===== src/rtl/cmp_ctrl_params.svh =====
// Register offsets, field positions, reset values and timing for the
// comparator control logic. Included by the package file only.
`ifndef CMP_CTRL_PARAMS_SVH
`define CMP_CTRL_PARAMS_SVH

// Register byte offsets
`define OFS_CTRL 8'h00
`define OFS_STATUS 8'h08
`define OFS_IEN 8'h0C
`define OFS_IF 8'h10
`define OFS_IFS 8'h14
`define OFS_IFC 8'h18

// Control field positions
`define CTRL_EN_BIT 0
`define CTRL_MUXEN_BIT 1
`define CTRL_IDLE_BIT 2
`define CTRL_GPIOINV_BIT 3
`define CTRL_HYST_LSB 4
`define CTRL_SETTLE_LSB 8
`define CTRL_RISE_BIT 16
`define CTRL_FALL_BIT 17
`define CTRL_BIAS_LSB 24
`define CTRL_HALVE_BIT 30
`define CTRL_BOOST_BIT 31

// Status and flag positions
`define STAT_ACTIVE_BIT 0
`define STAT_RESULT_BIT 1
`define FLAG_EDGE_BIT 0
`define FLAG_WARM_BIT 1

// Reset values
`define RST_BIAS_LEVEL 4'h7
`define RST_BIAS_HALVE 1'b1

// Shortest settle interval, cycles
`define SETTLE_BASE_CYCLES 4

`endif


===== src/rtl/cmp_ctrl_pkg.sv =====
// Types shared by the comparator control logic.
// Assumes the params header sits on the include path.
`include "cmp_ctrl_params.svh"

package cmp_ctrl_pkg;

  typedef struct packed {
    logic bias_boost;
    logic bias_halve;
    logic [3:0] bias_level_code;
    logic falling_edge_sense;
    logic rising_edge_sense;
    logic [2:0] settle_interval_select;
    logic [2:0] hysteresis_level_select;
    logic gpio_invert;
    logic idle_output_value;
    logic mux_force;
    logic enable;
  } ctrl_t;

  typedef struct packed {
    logic enable;
    logic mux_force;
    logic [3:0] bias_level_code;
    logic bias_boost;
    logic bias_halve;
    logic [2:0] hysteresis_level_select;
  } analog_cfg_t;

  typedef enum logic [1:0] {
    WARM_IDLE = 2'b00,
    WARM_COUNT = 2'b01,
    WARM_ACTIVE = 2'b10
  } warm_state_t;

endpackage


===== src/rtl/cmp_result_sync.sv =====
// Three-stage synchroniser for the raw comparator result.
// Assumes the input is asynchronous to i_ref_clk.
module cmp_result_sync (
  // Clock and reset
  input wire logic i_ref_clk,
  input wire logic i_rst_n,
  // Raw and clean result
  input wire logic i_raw,
  output logic o_clean
);

  logic s1_q;
  logic s2_q;
  logic s3_q;
  logic clean_q;

  always_ff @(posedge i_ref_clk or negedge i_rst_n) begin
    if (!i_rst_n) begin
      s1_q <= 1'b0;
      s2_q <= 1'b0;
      s3_q <= 1'b0;
    end else begin
      s1_q <= i_raw;
      s2_q <= s1_q;
      s3_q <= s2_q;
    end
  end

  // Accept a change once stages two and three agree
  always_ff @(posedge i_ref_clk or negedge i_rst_n) begin
    if (!i_rst_n) begin
      clean_q <= 1'b0;
    end else if (s2_q == s3_q) begin
      clean_q <= s3_q;
    end
  end

  assign o_clean = clean_q;

endmodule


===== src/rtl/cmp_settle_timer.sv =====
// Settle interval timer for the comparator.
// Assumes i_enable comes from a register on the same clock.
module cmp_settle_timer import cmp_ctrl_pkg::*; #(
  parameter int CNT_W = 10
) (
  // Clock and reset
  input wire logic i_ref_clk,
  input wire logic i_rst_n,
  // Control
  input wire logic i_enable,
  input wire logic [2:0] i_select,
  // Status
  output logic o_done,
  output logic o_active
);

  warm_state_t state_q;
  warm_state_t state_d;
  logic [CNT_W-1:0] cnt_q;
  logic [CNT_W-1:0] target;

  // 4 << select gives 4..512 cycles
  assign target = CNT_W'(`SETTLE_BASE_CYCLES) << i_select;
  assign o_done = (state_q == WARM_COUNT) && i_enable && (cnt_q == target - 1'b1);
  assign o_active = (state_q == WARM_ACTIVE) && i_enable;

  always_comb begin
    state_d = state_q;
    case (state_q)
      WARM_IDLE: if (i_enable) state_d = WARM_COUNT;
      WARM_COUNT: if (!i_enable) state_d = WARM_IDLE; else if (o_done) state_d = WARM_ACTIVE;
      WARM_ACTIVE: if (!i_enable) state_d = WARM_IDLE;
      default: state_d = WARM_IDLE;
    endcase
  end

  always_ff @(posedge i_ref_clk or negedge i_rst_n) begin
    if (!i_rst_n) begin
      state_q <= WARM_IDLE;
    end else begin
      state_q <= state_d;
    end
  end

  always_ff @(posedge i_ref_clk or negedge i_rst_n) begin
    if (!i_rst_n) begin
      cnt_q <= '0;
    end else if (state_d == WARM_COUNT) begin
      cnt_q <= (state_q == WARM_COUNT) ? cnt_q + 1'b1 : CNT_W'(1);
    end else begin
      cnt_q <= '0;
    end
  end

endmodule


===== src/rtl/comparator_control_logic.sv =====
// Digital control around an analog voltage comparator.
// Assumes a register master on i_ref_clk and a raw result from the core.
//
// Summary of operation
// Output high when positive input exceeds negative, else low.
// Current result readable as a status bit.
// Software changes only input selection while enabled.
// After enable, count the selected settle interval before use.
// Software picks a settle interval of at least 10 us.
// Active indicator set once enabled and settled.
// While inactive, output shows the idle output value.
// At settle end, edge interrupt if result differs from idle value.
// Software waits for settling before the two deepest sleep levels.
// Hold four-bit bias level code, boost bit and halving bit.
// Software uses highest hysteresis whenever bias boost is set.
// Hold three-bit hysteresis level select, eight levels.
// Settle select 0..7 means 4..512 clock cycles.
// Edge flag on rising or falling edge per sense bits.
// Settle-done flag set, interrupt if enabled.
// Raw result synchronised before any use.
// Disabling drops active, restores idle value, restarts settling.
module comparator_control_logic import cmp_ctrl_pkg::*; #(
  parameter int SETTLE_CNT_W = 10
) (
  // Clock and reset
  input wire logic i_ref_clk,
  input wire logic i_rst_n,
  // Register port
  input wire logic [7:0] i_addr,
  input wire logic [31:0] i_wdata,
  input wire logic i_wr,
  input wire logic i_rd,
  output logic [31:0] o_rdata,
  // Analog core
  input wire logic i_cmp_raw,
  output analog_cfg_t o_analog_cfg,
  // Result outputs
  output logic o_cmp_out,
  output logic o_gpio_out,
  // Interrupt
  output logic o_irq
);

  ctrl_t ctrl_q;
  logic [1:0] ien_q;
  logic [1:0] flags_q;
  logic [1:0] flags_d;
  logic [1:0] flag_set;
  logic [1:0] flag_clr;
  logic [31:0] rdata_q;
  logic [31:0] rdata_d;
  logic out_q;
  logic out_d;
  logic gpio_q;
  analog_cfg_t cfg_q;
  logic res_sync;
  logic warm_done;
  logic active_w;
  logic rise_evt;
  logic fall_evt;
  logic edge_evt;
  logic wr_ctrl;
  logic wr_ien;
  logic wr_if;
  logic wr_ifs;
  logic wr_ifc;

  // Write decode
  assign wr_ctrl = i_wr && (i_addr == `OFS_CTRL);
  assign wr_ien = i_wr && (i_addr == `OFS_IEN);
  assign wr_if = i_wr && (i_addr == `OFS_IF);
  assign wr_ifs = i_wr && (i_addr == `OFS_IFS);
  assign wr_ifc = i_wr && (i_addr == `OFS_IFC);

  // Raw result into the clock domain
  cmp_result_sync u_sync (
    .i_ref_clk(i_ref_clk),
    .i_rst_n(i_rst_n),
    .i_raw(i_cmp_raw),
    .o_clean(res_sync)
  );

  // Settle timer, restarted whenever enable drops
  cmp_settle_timer #(
    .CNT_W(SETTLE_CNT_W)
  ) u_settle (
    .i_ref_clk(i_ref_clk),
    .i_rst_n(i_rst_n),
    .i_enable(ctrl_q.enable),
    .i_select(ctrl_q.settle_interval_select),
    .o_done(warm_done),
    .o_active(active_w)
  );

  // Control register
  always_ff @(posedge i_ref_clk or negedge i_rst_n) begin
    if (!i_rst_n) begin
      ctrl_q <= '0;
      ctrl_q.bias_level_code <= `RST_BIAS_LEVEL;
      ctrl_q.bias_halve <= `RST_BIAS_HALVE;
    end else if (wr_ctrl) begin
      ctrl_q.enable <= i_wdata[`CTRL_EN_BIT];
      ctrl_q.mux_force <= i_wdata[`CTRL_MUXEN_BIT];
      ctrl_q.idle_output_value <= i_wdata[`CTRL_IDLE_BIT];
      ctrl_q.gpio_invert <= i_wdata[`CTRL_GPIOINV_BIT];
      ctrl_q.hysteresis_level_select <= i_wdata[`CTRL_HYST_LSB +: 3];
      ctrl_q.settle_interval_select <= i_wdata[`CTRL_SETTLE_LSB +: 3];
      ctrl_q.rising_edge_sense <= i_wdata[`CTRL_RISE_BIT];
      ctrl_q.falling_edge_sense <= i_wdata[`CTRL_FALL_BIT];
      ctrl_q.bias_level_code <= i_wdata[`CTRL_BIAS_LSB +: 4];
      ctrl_q.bias_halve <= i_wdata[`CTRL_HALVE_BIT];
      ctrl_q.bias_boost <= i_wdata[`CTRL_BOOST_BIT];
    end
  end

  // Interrupt enable register
  always_ff @(posedge i_ref_clk or negedge i_rst_n) begin
    if (!i_rst_n) begin
      ien_q <= 2'h0;
    end else if (wr_ien) begin
      ien_q <= i_wdata[1:0];
    end
  end

  // Configuration driven to the analog core
  always_ff @(posedge i_ref_clk or negedge i_rst_n) begin
    if (!i_rst_n) begin
      cfg_q <= '0;
      cfg_q.bias_level_code <= `RST_BIAS_LEVEL;
      cfg_q.bias_halve <= `RST_BIAS_HALVE;
    end else begin
      cfg_q.enable <= ctrl_q.enable;
      cfg_q.mux_force <= ctrl_q.mux_force;
      cfg_q.bias_level_code <= ctrl_q.bias_level_code;
      cfg_q.bias_boost <= ctrl_q.bias_boost;
      cfg_q.bias_halve <= ctrl_q.bias_halve;
      cfg_q.hysteresis_level_select <= ctrl_q.hysteresis_level_select;
    end
  end

  assign o_analog_cfg = cfg_q;

  // Output select: result when active, idle value otherwise
  assign out_d = active_w ? res_sync : ctrl_q.idle_output_value;

  // Edges seen on the selected output while active; the settle end
  // counts as an edge when the result differs from the idle value
  assign rise_evt = active_w && out_d && !out_q;
  assign fall_evt = active_w && !out_d && out_q;
  assign edge_evt = (rise_evt && ctrl_q.rising_edge_sense) ||
                    (fall_evt && ctrl_q.falling_edge_sense);

  always_ff @(posedge i_ref_clk or negedge i_rst_n) begin
    if (!i_rst_n) begin
      out_q <= 1'b0;
    end else begin
      out_q <= out_d;
    end
  end

  always_ff @(posedge i_ref_clk or negedge i_rst_n) begin
    if (!i_rst_n) begin
      gpio_q <= 1'b0;
    end else begin
      gpio_q <= out_d ^ ctrl_q.gpio_invert;
    end
  end

  assign o_cmp_out = out_q;
  assign o_gpio_out = gpio_q;

  // Sticky flags; a set in the clearing cycle wins
  always_comb begin
    flag_set = 2'h0;
    flag_set[`FLAG_EDGE_BIT] = edge_evt;
    flag_set[`FLAG_WARM_BIT] = warm_done;
    if (wr_ifs) begin
      flag_set = flag_set | i_wdata[1:0];
    end
    flag_clr = 2'h0;
    if (wr_if || wr_ifc) begin
      flag_clr = i_wdata[1:0];
    end
    flags_d = (flags_q & ~flag_clr) | flag_set;
  end

  always_ff @(posedge i_ref_clk or negedge i_rst_n) begin
    if (!i_rst_n) begin
      flags_q <= 2'h0;
    end else begin
      flags_q <= flags_d;
    end
  end

  assign o_irq = |(flags_q & ien_q);

  // Read mux, data one cycle after the strobe
  always_comb begin
    rdata_d = 32'h0;
    case (i_addr)
      `OFS_CTRL: begin
        rdata_d[`CTRL_EN_BIT] = ctrl_q.enable;
        rdata_d[`CTRL_MUXEN_BIT] = ctrl_q.mux_force;
        rdata_d[`CTRL_IDLE_BIT] = ctrl_q.idle_output_value;
        rdata_d[`CTRL_GPIOINV_BIT] = ctrl_q.gpio_invert;
        rdata_d[`CTRL_HYST_LSB +: 3] = ctrl_q.hysteresis_level_select;
        rdata_d[`CTRL_SETTLE_LSB +: 3] = ctrl_q.settle_interval_select;
        rdata_d[`CTRL_RISE_BIT] = ctrl_q.rising_edge_sense;
        rdata_d[`CTRL_FALL_BIT] = ctrl_q.falling_edge_sense;
        rdata_d[`CTRL_BIAS_LSB +: 4] = ctrl_q.bias_level_code;
        rdata_d[`CTRL_HALVE_BIT] = ctrl_q.bias_halve;
        rdata_d[`CTRL_BOOST_BIT] = ctrl_q.bias_boost;
      end
      `OFS_STATUS: begin
        rdata_d[`STAT_ACTIVE_BIT] = active_w;
        rdata_d[`STAT_RESULT_BIT] = out_d;
      end
      `OFS_IEN: rdata_d[1:0] = ien_q;
      `OFS_IF: rdata_d[1:0] = flags_q;
      default: rdata_d = 32'h0;
    endcase
  end

  always_ff @(posedge i_ref_clk or negedge i_rst_n) begin
    if (!i_rst_n) begin
      rdata_q <= 32'h0;
    end else if (i_rd) begin
      rdata_q <= rdata_d;
    end else begin
      rdata_q <= 32'h0;
    end
  end

  assign o_rdata = rdata_q;
endmodule


===== config.mk =====
export PLATFORM = sky130hd
export DESIGN_NAME = comparator_control_logic
export DESIGN_NICKNAME = d
export VERILOG_FILES = /design/src/rtl/cmp_ctrl_pkg.sv /design/src/rtl/cmp_result_sync.sv /design/src/rtl/cmp_settle_timer.sv /design/src/rtl/comparator_control_logic.sv
export VERILOG_INCLUDE_DIRS = /design/src /design/src/rtl
export SDC_FILE = /design/constraint.sdc
export NUM_CORES = 1
export LEC_CHECK = 0
export BUFFER_PORTS_ARGS = -buffer_cell sky130_fd_sc_hd__buf_2
export CORE_ASPECT_RATIO = 1.1
export CORE_MARGIN = 4
export CORE_UTILIZATION = 51
export CTS_BUF_LIST = sky130_fd_sc_hd__clkbuf_4 sky130_fd_sc_hd__clkbuf_8 sky130_fd_sc_hd__clkbuf_16
export CTS_CLUSTER_DIAMETER = 150
export DETAILED_ROUTE_END_ITERATION = 8
export PLACE_DENSITY = 0.89
export SLEW_MARGIN = 10
export SYNTH_ARGS = -nofsm -noshare
export SYNTH_HDL_FRONTEND = slang
export SYNTH_HIERARCHICAL = 1
export SYNTH_SLANG_ARGS = --single-unit

===== constraint.sdc =====
create_clock -name i_ref_clk -period 2 [get_ports i_ref_clk]
set_clock_uncertainty 0.05 [all_clocks]
set_input_delay 0.6 -clock i_ref_clk [delete_from_list [all_inputs] [get_ports i_ref_clk]]
set_output_delay 0.6 -clock i_ref_clk [all_outputs]
set_load 0.01 [all_outputs]

==> results_dict.tcl <==
set metrics [dict create \
    dieArea_um2 7080 \
    peakVddDrop_mv 0.469 \
    ys_top_cells_by_count "dfrtp_1, and2_1, buf_4" \
    status "complete, no violations" \
    synth_most_common_cell "dfrtp_1" \
    cp.arrival_ns 2.11 \
    finalPower_mw 2.76 \
    setup.worst_path.end_class "flop" \
    grt_usage 0.169 \
    antenna_found_initial 0 \
    ctsHoldBuffers 0 \
    synthDistinctLibCells 52 \
    rows 28 \
    critPathSlowestCell "or4_4" \
    grt_pass1_wl_um 9030 \
    final_antenna_net_count 0 \
    synth-seq-cells 69 \
    cts_setup_buffers 0 \
    synth-edff-count 0 \
    path_class "flop to flop" \
    max_freq_mhz 516 \
    finalHoldViolations 0 \
    nets 348 \
    final.min_clock_period_ns 1.94 \
    fp.coreArea_um2 5500 \
    die_h_um 87.8 \
    dr.pass1.iters 4 \
    grt_overflow 0 \
    ys_async_sr_fraction 1.00 \
    htreeDepth 3 \
    crit_required_ns 2.17 \
    numCtsBuffers 9 \
    hp-class "input port to asynchronous set/reset pin" \
    num_vias 1965 \
    drt_wl_total_um 5670 \
    start_util 0.537 \
    post-route-util 0.651 \
    cp_cell_sequence "a21bo_2, a21oi_1, or4_4, nor3_2, buf_6, nor3_1" \
    r2r_cells 6 \
    grtUsageMet1 0.204 \
    n_antenna_cell 0 \
    insertion_delay_ns 0.33 \
    grt_pass1_vias 1939 \
    r2r_end "u_settle/cnt_q[5]$_DFF_PN0_" \
    start_kind "flop" \
    viasPerCell 5.14 \
    yosys-top-cells-area "dfrtp_1, dfstp_2, mux2_4, mux2_2, and2_1" \
    cts_buffer_depth 2 \
    clkSinkCount 69 \
    synth.largest_area_cell "dfrtp_1" \
    p_leak_nw 1.85 \
    met2_usage 0.283 \
    p_per_area_nw_per_um2 771 \
    syn2layout_area_growth_pct 21.1 \
    finalMaxSlewViolations 0 \
    grt.busiest_layer "met2" \
    place.gp.congestion 0.853 \
    grt_max_degree 34 \
    r2r_start "u_settle/cnt_q[8]$_DFF_PN0_" \
    maxCapViolCount 0 \
    syn_inst 224 \
    setup_tns_ns 0 \
    cts_tree "yes" \
    drt_iter0_drc 121 \
    io_buffers 62 \
    synth_flop_cell "dfrtp_1" \
    final-setup-viol-count 0 \
    clk_pin_slew_ns 0.07 \
    path_max_fanout 11 \
    place_hpwl_um 4110 \
    slowest_delay_ns 0.55 \
    io-pin-count 91 \
    avgSynthCellArea_um2 13.2 \
    seq_area_frac_synth 0.588 \
    netlist_area_um2 2960 \
    period_share 0.969 \
    synth_top_area_share 0.517 \
    yosys_warnings 6 \
    grtUsageMet3 0.0432 \
    die_x_um 80.6 \
    wl_per_cell_um 14.8 \
    ff2ff_setup_slack_ns 0.06 \
    root_buffer "clkbuf_8" \
    drc 0 \
    drive_above_1_share 0.430 \
]
-- repair_timing --
item	in CTS	in global routing
hold endpoints to repair	0	0
gates resized for setup	0	2
endpoints found under the setup margin	0	10
-- worst max-delay path: cells and delay by family, from the launching register on --
family                 cells  cell delay [ns]
AOI/OAI and AO/OA          2             0.29
buffers and inverters      1             0.18
DFF                        1             0.45
and+or+nand+nor            3             0.85
-- area by class of cell --
type                    instances  area, um2
well taps                      75       93.8
clock buffers                  10        131
clock inverters                 6       63.8
fillers                       377       1920
inverters                       2       7.51
repair buffers                 73        434
flip-flops and latches         69       1740
multi-input cells             147       1110
-- routing by layer --
metal	vias up	wire, um
li1	908	-
met1	966	2370
met2	81	2840
met3	10	378
met4	0	85
met5	-	0
-- where the power goes --
group | switching, mW | internal, mW | total [mW]
clock network | 0.503 | 0.587 | 1.09
registers | 0.0313 | 1.44 | 1.48
logic | 0.104 | 0.0892 | 0.194
total | 0.639 | 2.12 | 2.76
-- how the worst max path moves through the flow --
stage | start | endpoint | slack (ns) | cells past startpoint
2_1_floorplan | ctrl_q[8]$_DFFE_PN0P_ | u_settle/cnt_q[2]$_DFF_PN0_ | 0.18 | 7
3_3_place_gp | u_settle/cnt_q[8]$_DFF_PN0_ | u_settle/cnt_q[0]$_DFF_PN0_ | 0.16 | 6
3_5_place_dp | u_settle/cnt_q[8]$_DFF_PN0_ | u_settle/cnt_q[5]$_DFF_PN0_ | 0.09 | 6
4_1_cts | u_settle/cnt_q[8]$_DFF_PN0_ | u_settle/cnt_q[5]$_DFF_PN0_ | 0.07 | 6
5_1_grt | u_settle/cnt_q[8]$_DFF_PN0_ | u_settle/cnt_q[0]$_DFF_PN0_ | -0.03 | 6
6_report | u_settle/cnt_q[8]$_DFF_PN0_ | u_settle/cnt_q[5]$_DFF_PN0_ | 0.06 | 6
-- metrics by stage --
stage / cells / cell area (um2) / setup slack [ns] / hold slack, ns
after floorplan: 237 / 3000 / 0.185 / 0.254
after global routing: 382 / 3580 / -0.0304 / 0.112
after global placement: 366 / 3370 / 0.158 / 0.285
after detailed placement: 366 / 3370 / 0.0854 / 0.295
final: 382 / 3580 / 0.0621 / 0.104
after CTS: 382 / 3570 / 0.0708 / 0.0939
-- kinds of logic (layout without fill, tap and decap cells) --
family	count (synthesis)	after routing	synth area share
other	1	14	0.00127
DFF	69	69	0.588
xor gates and xnor gates	10	10	0.0296
AOI/OAI and AO/OA	18	18	0.0445
muxes	22	22	0.0961
buffers and inverters	21	91	0.0546
and+or+nand+nor	80	80	0.175
adders and majority gates	3	3	0.0114
-- sequential cells by signal, indices dropped and copies added, names as in the netlist --
signal,flops
u_sync/s1_q,1
u_settle/cnt_q,10
u_sync/s2_q,1
u_settle/state_q,2
u_sync/o_clean,1
ien_q,2
o_rdata,18
flags_q,2
o_cmp_out,1
u_sync/s3_q,1
ctrl_q,18
o_gpio_out,1
o_analog_cfg,11
-- cell usage in the layout, fill, tap and decap left out, types with 2 or more instances in the layout --
cell	Yosys	final
nand2_1	8	8
clkbuf_8	0	9
mux2_2	11	11
nor2_1	4	4
xor2_1	5	5
dfstp_2	8	8
clkinvlp_4	0	2
nor3_1	10	10
buf_12	0	3
dfrtp_1	61	61
or2b_1	2	2
buf_2	0	62
a21o_1	2	2
a41o_1	2	2
and2_1	18	18
nand4_1	3	3
a21oi_1	4	4
mux2_4	10	10
xnor2_1	5	5
conb_1	1	14
clkinv_2	0	2
inv_1	2	2
and3b_1	2	2
nand3_1	7	7
nand3b_1	3	3
nor2b_1	2	2
o21ai_0	2	2
buf_4	14	7
nor3b_1	3	3
and2b_2	2	2
a22o_1	2	2
nor3_2	3	3
(Power assumes the default switching activity.)
